### config.mk
export PLATFORM = sky130hd
export DESIGN_NAME = sld_top
export DESIGN_NICKNAME = d
export VERILOG_FILES = /design/src/sld_pkg.sv /design/src/sld_sync.sv /design/src/sld_top.sv
export SDC_FILE = /design/constraint.sdc
export NUM_CORES = 1
export LEC_CHECK = 0
export ABC_AREA = 1
export BUFFER_PORTS_ARGS = -buffer_cell sky130_fd_sc_hd__buf_2
export CAP_MARGIN = 20
export CORE_MARGIN = 5
export CORE_UTILIZATION = 35
export DETAILED_ROUTE_END_ITERATION = 8
export SETUP_SLACK_MARGIN = 0.4
export SKIP_CTS_REPAIR_TIMING = 1
export SLEW_MARGIN = 10
export SYNTH_ARGS = -nofsm -noshare
export SYNTH_HDL_FRONTEND = slang
export SYNTH_SLANG_ARGS = --single-unit
### constraint.sdc
create_clock -name ref_clk -period 0.9 [get_ports ref_clk]
set_clock_uncertainty 0.05 [all_clocks]
set_input_delay 0.18 -clock ref_clk [delete_from_list [all_inputs] [get_ports ref_clk]]
set_output_delay 0.18 -clock ref_clk [all_outputs]
set_load 0.02 [all_outputs]
### src/sld_pkg.sv
// constants for the serial latched sink driver
// Function
// - each shift clock rising edge shifts serial input in, advancing contents one stage.
// - while transfer strobe is high, shift register copies into output latches.
// - current select low gives full current, high gives half current.
// - blanking low lets drivers follow latches; high forces all drivers off.
// - second cascade output updates on shift clock falling edge.
// - first cascade output updates on shift clock rising edge.
// - eight sink driver outputs, each controlled by its own latch bit.
// - latches stay transparent while strobe stays high; later shifts reach them.
// - latch contents never depend on the blanking input.
package sld_pkg;
    localparam int          SLD_WIDTH      = 8;
    localparam int          SLD_SYNC_DEPTH = 3;
    localparam logic [7:0]  SLD_RST_BYTE   = 8'h00;
    localparam logic        SLD_CUR_FULL   = 1'b0;
    localparam logic        SLD_CUR_HALF   = 1'b1;
endpackage : sld_pkg

### src/sld_sync.sv
// three-stage input synchroniser with agreement check
`timescale 1ns/1ps
`default_nettype none
module sld_sync
    import sld_pkg::*;
(
    input  wire logic ref_clk,
    input  wire logic nrst,
    input  wire logic din,
    output logic      dout,
    output logic      rise,
    output logic      fall
);
    logic [2:0] s_q;
    always_ff @(posedge ref_clk or negedge nrst)
    begin
        if (!nrst)
            s_q <= 3'h0;
        else
            s_q <= {s_q[1:0], din};
    end
    // stage 0 is read only by stage 1
    always_ff @(posedge ref_clk or negedge nrst)
    begin
        if (!nrst)
            dout <= 1'b0;
        else if (s_q[1] == s_q[2])
            dout <= s_q[2];
    end
    assign rise = (s_q[1] == s_q[2]) && s_q[2] && !dout;
    assign fall = (s_q[1] == s_q[2]) && !s_q[2] && dout;
endmodule : sld_sync
`default_nettype wire

### src/sld_top.sv
// serial-input latched sink driver control logic
`timescale 1ns/1ps
`default_nettype none
module sld_top
    import sld_pkg::*;
#(
    parameter int WIDTH = SLD_WIDTH
)
(
    input  wire logic             ref_clk,
    input  wire logic             nrst,
    input  wire logic             shift_clk,
    input  wire logic             shift_din,
    input  wire logic             xfer_strobe,
    input  wire logic             cur_half,
    input  wire logic             blank_n_en,
    output logic [WIDTH-1:0]      sink_drivers,
    output logic                  drive_half,
    output logic                  cascade_out_rise,
    output logic                  cascade_out_fall
);
    // synchronised copies of the pins and their edge strobes
    logic             clk_s;
    logic             clk_rise;
    logic             clk_fall;
    logic             din_s;
    logic             stb_s;
    logic             half_s;
    logic             blank_s;
    logic [WIDTH-1:0] shreg_q;
    logic [WIDTH-1:0] latch_q;
    // data pin must be sampled in step with the clock edge
    logic             din_d1_q;

    // every pin other than ref_clk and nrst passes the three-flop synchroniser before use
    sld_sync u_clk
    (
        .ref_clk (ref_clk),
        .nrst    (nrst),
        .din     (shift_clk),
        .dout    (clk_s),
        .rise    (clk_rise),
        .fall    (clk_fall)
    );

    sld_sync u_stb
    (
        .ref_clk (ref_clk),
        .nrst    (nrst),
        .din     (xfer_strobe),
        .dout    (stb_s),
        .rise    (),
        .fall    ()
    );

    sld_sync u_half
    (
        .ref_clk (ref_clk),
        .nrst    (nrst),
        .din     (cur_half),
        .dout    (half_s),
        .rise    (),
        .fall    ()
    );

    sld_sync u_blk
    (
        .ref_clk (ref_clk),
        .nrst    (nrst),
        .din     (blank_n_en),
        .dout    (blank_s),
        .rise    (),
        .fall    ()
    );

    sld_sync u_din
    (
        .ref_clk (ref_clk),
        .nrst    (nrst),
        .din     (shift_din),
        .dout    (din_s),
        .rise    (),
        .fall    ()
    );

    // data is taken as seen one edge before the clock edge resolves (setup)
    always_ff @(posedge ref_clk or negedge nrst)
    begin
        if (!nrst)
        begin
            din_d1_q <= 1'b0;
        end
        else
        begin
            din_d1_q <= din_s;
        end
    end

    // pin clock pulses shorter than the synchroniser can resolve are lost
    always_ff @(posedge ref_clk or negedge nrst)
    begin
        if (!nrst)
            shreg_q <= WIDTH'(SLD_RST_BYTE);
        else if (clk_rise)
            shreg_q <= {shreg_q[WIDTH-2:0], din_d1_q};
    end

    // transparent while strobe high; blanking never touches latches
    always_ff @(posedge ref_clk or negedge nrst)
    begin
        if (!nrst)
            latch_q <= WIDTH'(SLD_RST_BYTE);
        else if (stb_s)
            latch_q <= shreg_q;
    end

    // blanking gates outputs only, so unblanking shows the stored pattern
    always_ff @(posedge ref_clk or negedge nrst)
    begin
        if (!nrst)
            sink_drivers <= '0;
        else if (blank_s)
            sink_drivers <= '0;
        else
            sink_drivers <= latch_q;
    end

    // digital select for the analog current stage
    always_ff @(posedge ref_clk or negedge nrst)
    begin
        if (!nrst)
            drive_half <= SLD_CUR_FULL;
        else
            drive_half <= (half_s == SLD_CUR_HALF);
    end

    always_ff @(posedge ref_clk or negedge nrst)
    begin
        if (!nrst)
            cascade_out_rise <= 1'b0;
        else if (clk_rise)
            cascade_out_rise <= shreg_q[WIDTH-2];
    end

    // half a clock later than the rise copy, for chains with skewed clocks
    always_ff @(posedge ref_clk or negedge nrst)
    begin
        if (!nrst)
            cascade_out_fall <= 1'b0;
        else if (clk_fall)
            cascade_out_fall <= shreg_q[WIDTH-1];
    end

    a_shift_moves: assert property (@(posedge ref_clk) disable iff (!nrst)
        clk_rise |=> shreg_q == {$past(shreg_q[WIDTH-2:0]), $past(din_d1_q)})
        else $error("shift register did not advance");
    a_latch_follow: assert property (@(posedge ref_clk) disable iff (!nrst)
        stb_s |=> latch_q == $past(shreg_q))
        else $error("latch not transparent");
    a_latch_hold: assert property (@(posedge ref_clk) disable iff (!nrst)
        !stb_s |=> $stable(latch_q))
        else $error("latch changed while closed");
    a_blank_off: assert property (@(posedge ref_clk) disable iff (!nrst)
        blank_s |=> sink_drivers == '0)
        else $error("drivers on while blanked");
    a_drive_follow: assert property (@(posedge ref_clk) disable iff (!nrst)
        !blank_s |=> sink_drivers == $past(latch_q))
        else $error("drivers not following latch");
    a_half_cur: assert property (@(posedge ref_clk) disable iff (!nrst)
        ##1 drive_half == $past(half_s))
        else $error("current select mismatch");
    a_casc_rise: assert property (@(posedge ref_clk) disable iff (!nrst)
        clk_rise |=> cascade_out_rise == shreg_q[WIDTH-1])
        else $error("rise cascade wrong");
    a_casc_fall: assert property (@(posedge ref_clk) disable iff (!nrst)
        clk_fall |=> cascade_out_fall == shreg_q[WIDTH-1])
        else $error("fall cascade wrong");
    a_stb_through: assert property (@(posedge ref_clk) disable iff (!nrst)
        stb_s && clk_rise ##1 stb_s |=> latch_q == $past(shreg_q))
        else $error("later shift did not reach latch");

    // shifting only on a resolved clock rise
    a_clk_level: assert property (@(posedge ref_clk) disable iff (!nrst)
        clk_rise |=> clk_s)
        else $error("clock rise not followed by high level");

    a_shift_hold: assert property (@(posedge ref_clk) disable iff (!nrst)
        !clk_rise |=> $stable(shreg_q))
        else $error("shift register moved without clock rise");

    // latches change only through the strobe
    a_latch_from: assert property (@(posedge ref_clk) disable iff (!nrst)
        $changed(latch_q) |-> $past(stb_s))
        else $error("latch changed without strobe");

    a_blank_keep: assert property (@(posedge ref_clk) disable iff (!nrst)
        blank_s && !stb_s |=> $stable(latch_q))
        else $error("blanking disturbed latch");

    a_latch_blank_stb: assert property (@(posedge ref_clk) disable iff (!nrst)
        blank_s && stb_s |=> latch_q == $past(shreg_q))
        else $error("blanking stopped latch transfer");

    // current select levels
    a_half_full: assert property (@(posedge ref_clk) disable iff (!nrst)
        !half_s |=> drive_half == SLD_CUR_FULL)
        else $error("full current not selected");

    a_half_half: assert property (@(posedge ref_clk) disable iff (!nrst)
        half_s |=> drive_half == SLD_CUR_HALF)
        else $error("half current not selected");

    // cascade outputs move only on their own edge
    a_casc_rise_hold: assert property (@(posedge ref_clk) disable iff (!nrst)
        !clk_rise |=> $stable(cascade_out_rise))
        else $error("rise cascade moved off its edge");

    a_casc_fall_hold: assert property (@(posedge ref_clk) disable iff (!nrst)
        !clk_fall |=> $stable(cascade_out_fall))
        else $error("fall cascade moved off its edge");

    a_casc_agree: assert property (@(posedge ref_clk) disable iff (!nrst)
        clk_fall |=> cascade_out_fall == cascade_out_rise)
        else $error("cascade outputs disagree");

    a_casc_fall_clk: assert property (@(posedge ref_clk) disable iff (!nrst)
        clk_fall |=> !clk_s)
        else $error("fall cascade update without clock low");
endmodule : sld_top
`default_nettype wire

## Word-level counts from Yosys, hierarchy flattened

Index checks and enable logic that the tools add are counted.

| word-level totals | value |
|---|---|
| bits in registers | 48 |
| bits in latches | 0 |
| RAM bits | 0 |
| memory bits (read-only) | 0 |
| input port bits | 7 |
| output and inout bits | 11 |
| logic and storage cells | 29 |
| memories | 0 |

| operators by class | value |
|---|---|
| $add $sub $neg | 0 |
| multipliers | 0 |
| div/mod/pow operators | 0 |
| magnitude comparators | 0 |
| eq/ne operators | 5 |
| shifts and indexed selects | 0 |
| multiplexer cells | 1 |
| bitwise logic cells | 0 |
| reductions and logical operators | 6 |

Operator list:

| cell | number |
|---|---|
| $mux W8 | 1 |
| $eq A1 B1 Y1 | 5 |
| $logic_and A1 B1 Y1 | 4 |
| $logic_not A1 Y1 | 2 |

## Depth between registers and ports, before layout

| logic depth | value |
|---|---|
| depth after elaboration | 3 |
| mapped depth | 5 |
| gate-level depth less buffers | 5 |

## Hierarchy

Synthesis repeated with hierarchy kept, for this count alone.

| unflattened totals | value |
|---|---|
| cell total of the unflattened synthesis | 180 |
| area total of the unflattened synthesis | 1794.2 um^2 |

By module, submodules not included:

| module | times used | cells each | area each (um^2) | seq. area each (um^2) |
|---|---|---|---|---|
| sld_top | 1 | 100 | 980.9 | 675.6 |
| sld_sync | 5 | 16 | 162.7 | 100.1 |

## Worst setup path after synthesis

OpenSTA, ideal clock, no wires.

| timing path | value |
|---|---|
| kind | reg-to-reg |
| from | register u_clk.s_q[1] |
| to | register cascade_out_rise |
| library setup time | 0.065 ns |
| data arrival time | 0.912 ns |
| data required time | 0.785 ns |
| slack | -0.127 ns |
| stages on the path, launching flop included | 6 |
| buffers on the path | 1 |
| clock period less this slack | 1.027 ns |
| cells stage by stage | dfrtp_1 > ha_1 > buf_2 > nand2_4 > nand2_1 > nand2_1 |

| on the way | value |
|---|---|
| longest elaborated chain between the ends | 3 |

Ends and longest elaborated chain:

| element | line | text |
|---|---|---|
| from (decl) | sld_sync.sv:14 | `logic [2:0] s_q;` |
| from (signal assigned) | sld_sync.sv:20 | `s_q <= {s_q[1:0], din};` |
| $eq A1 B1 Y1 | sld_sync.sv:30 | `assign rise = (s_q[1] == s_q[2]) && s_q[2] && !dout;` |
| $logic_and A1 B1 Y1 (2 in a row) | sld_sync.sv:30 |  |
| to (signal assigned) | sld_top.sv:142 | `cascade_out_rise <= shreg_q[WIDTH-2];` |
| to (decl) | sld_top.sv:19 | `output logic cascade_out_rise,` |

Every way passes these cells.
A chain may end at the register's enable or synchronous reset.

## Final worst setup path

| timing path | value |
|---|---|
| from | register cascade_out_rise |
| to | output cascade_out_rise |

No word-level cell between the ends.

==> results.toml <==
[placement]
dp_cells = 203
gp_congestion = 0.691
dp_hpwl_um = 1540
port_buffers = 17

[yosys]
synthTopCellsByArea = "dfrtp_1 75%, nand2_1 7.7%, inv_1 3.4%"
synth-seq-cells = 47
synth_fp_nets = 143
seq_area_frac_synth_pct = 75.1
yosysTopAreaCell = "dfrtp_1"
syn_area_um2 = 1570
ys_types = 12
synth_cells = 134
yosys_warnings = 0
synthDominantCellAreaShare_pct = 75.1
synth_area_per_cell_um2 = 11.7

[pwr]
finalPower_w = 0.00518
peakVddDrop_uv = 715
p_leak_nw = 1.00
powerDensity_nw_per_um2 = 2460

[cts]
clock_latency_ns = 0.30
cts.clk_slew.worst_paths_ns = 0.08
cts_inserted_buffers = 5
cts_sinks = 47
cts_root_buf = "clkbuf_8"
cts_htree_levels = 2
clock_tree.buffer_depth = 2
cts_tree = "done"

[detailed_routing]
dr.pass1.iters = 4
wirelength_um = 2540
final_antenna_net_count = 0
vias = 997
drt_iter0_markers = 37
post-route-drc-count = 0
via_per_inst = 4.59
wl_per_cell_um = 11.7

[die]
initial_utilization_pct = 35.9
fp-row-count = 24
core_um2 = 4350
fp.dieH_um = 76.9
die_area_um2 = 5910
die_width_um = 76.9
pin_count = 18

[worst_setup_path]
cp.required_ns = 0.67
crit_arrival_ns = 0.87
worst_path_max_delay_cell = "dfrtp_2"
cp_max_fo = 4
critical_path.max_stage_delay_ns = 0.44
r2r-start = "u_clk.s_q[1]"
worstRegToRegCells = 4
r2r_slack_ns = -0.13
timing.critical_path.buf_inv = 1
end_kind = "output pin"
start_kind = "flop"
cp_top_family = "flip-flops"
timing.rr.end = "cascade_out_rise"
critPathKind = "reg2out"
worstPathCellList = "buf_6"

[timing]
post-route-min-period_ns = 1.10
rsz0062_at_grt = "true"
hold_viol_final = 52
slew_headroom_pct = 83.5
finalSetupViolations = 21
setup_slack_ns = -0.202
timing.hold.ws_ns = -0.203
fmax_mhz = 907
post-route-period-util_pct = 122
slew_violations = 0
worst_slew_pin_slew_ns = 0.247

[final_layout]
register_area_um2 = 1180
fin_nets = 173
fill_cells = 397
instances_no_fill = 217
drive_gt1_share_pct = 44.2
multi_input_area_um2 = 459
area_growth_pct = 34.8
antenna_cells = 0

[run]
max-cap-violations = 0

[grt]
antenna_found_initial = 0
grt_pass1_wl_um = 4220
grt_util_all_layers_pct = 8.89
overflow = 0
grt_max_degree = 48
grt_pass1_vias = 1013

[run_status]
outcome = "finished, violations left"
violations = "hold timing, setup timing"

[min_path]
holdCritPathClass = "in2async"
-- cells by family after synthesis --
| logic type | count (synthesis) | synth area share (%) |
|---|---|---|
| adder cells (fa/ha/maj) | 2 | 1.60 |
| AND/OR/NAND/NOR | 54 | 14.1 |
| buffers and inverters | 18 | 4.96 |
| AO/OA/AOI/OAI | 13 | 4.16 |
| flip-flops | 47 | 75.1 |
-- through the flow --
step                util [%]  cell area (um2)  worst slack (ns)  hold slack [ns]  TNS (ns)
finish                  48.4             2110            -0.202           -0.203     -2.47
CTS                     42.1             1830            -0.236           -0.193     -3.11
global placement        39.9             1740            -0.101            0.126    -0.806
floorplan                  -             1580           -0.0545           -0.166    -0.448
detailed placement      39.9             1740            -0.156            0.131     -1.23
global route            48.4             2110            -0.234           -0.188     -3.43
-- layer usage --
metal | share of wire (%) | up-vias | track usage [%] | routed length, um
met4 | 1.6 | 0 | 2.62 | 40
met2 | 54 | 24 | 15.4 | 1370
met1 | 38 | 497 | 9.21 | 968
met5 | 0 | - | 0 | 0
li1 | - | 471 | - | -
met3 | 6.5 | 5 | 4.68 | 165
-- cell usage after synthesis --
master and instances:
nor2_1 12, a21oi_1 4, buf_2 2, inv_2 1
ha_1 2, nand3_1 9, nand2_4 1, dfrtp_1 47
nand2_1 32, o21ai_0 9, buf_6 1, inv_1 14
-- cells in the final DEF (no fill, tap or decap) --
cell and instances:
dfrtp_1 43, nand2_1 24, buf_6 13, inv_1 11
nand2_2 8, buf_2 8, nor2_4 7, clkbuf_8 6
nand3_1 5, o21ai_1 5, inv_2 4, nand3_2 4
o21ai_2 4, dfrtp_2 4, nor2_2 3, buf_4 3
a21oi_2 2, nor2_1 2, a21oi_1 2, ha_4 2
buf_12 2, nand2_4 1, clkinv_4 1, clkinvlp_4 1
-- layout make-up --
class / instances / area share [%]
Timing Repair Buffer: 26 / 11.8
Clock inverter: 2 / 0.771
Sequential cell: 47 / 56.0
Multi-Input combinational cell: 69 / 21.8
Inverter: 15 / 2.67
Tap cell: 52 / 3.08
Clock buffer: 6 / 3.91
-- flip-flops by register name, summed over array words and instances, names as in the netlist, 3 cells and up --
name / flops
latch_q: 8
shreg_q: 7
sink_drivers: 8
u_blk.s_q: 3
u_clk.s_q: 3
u_din.s_q: 3
u_half.s_q: 3
u_stb.s_q: 3
-- how the worst max path moves through the flow --
| stage | from | end | slack (ns) | cells past startpoint |
|---|---|---|---|---|
| floorplan | u_clk.s_q[1] | cascade_out_rise | -0.05 | 5 |
| global placement | u_clk.s_q[1] | shreg_q[0] | -0.10 | 4 |
| detailed placement | u_clk.s_q[1] | shreg_q[6] | -0.16 | 4 |
| CTS | cascade_out_rise | cascade_out_rise | -0.24 | 1 |
| global route | cascade_out_rise | cascade_out_rise | -0.23 | 1 |
| finish | cascade_out_rise | cascade_out_rise | -0.20 | 1 |
-- report_power, final --
| group | switching, W | total (W) | internal, W | leakage, nW |
|---|---|---|---|---|
| logic | 0.000609 | 0.00112 | 0.000506 | 0.363 |
| registers | 0.000250 | 0.00275 | 0.00250 | 0.590 |
| clock network | 0.000691 | 0.00132 | 0.000627 | 0.0474 |
| total | 0.00155 | 0.00518 | 0.00363 | 1.00 |
Power figures use the tool's default switching activity.
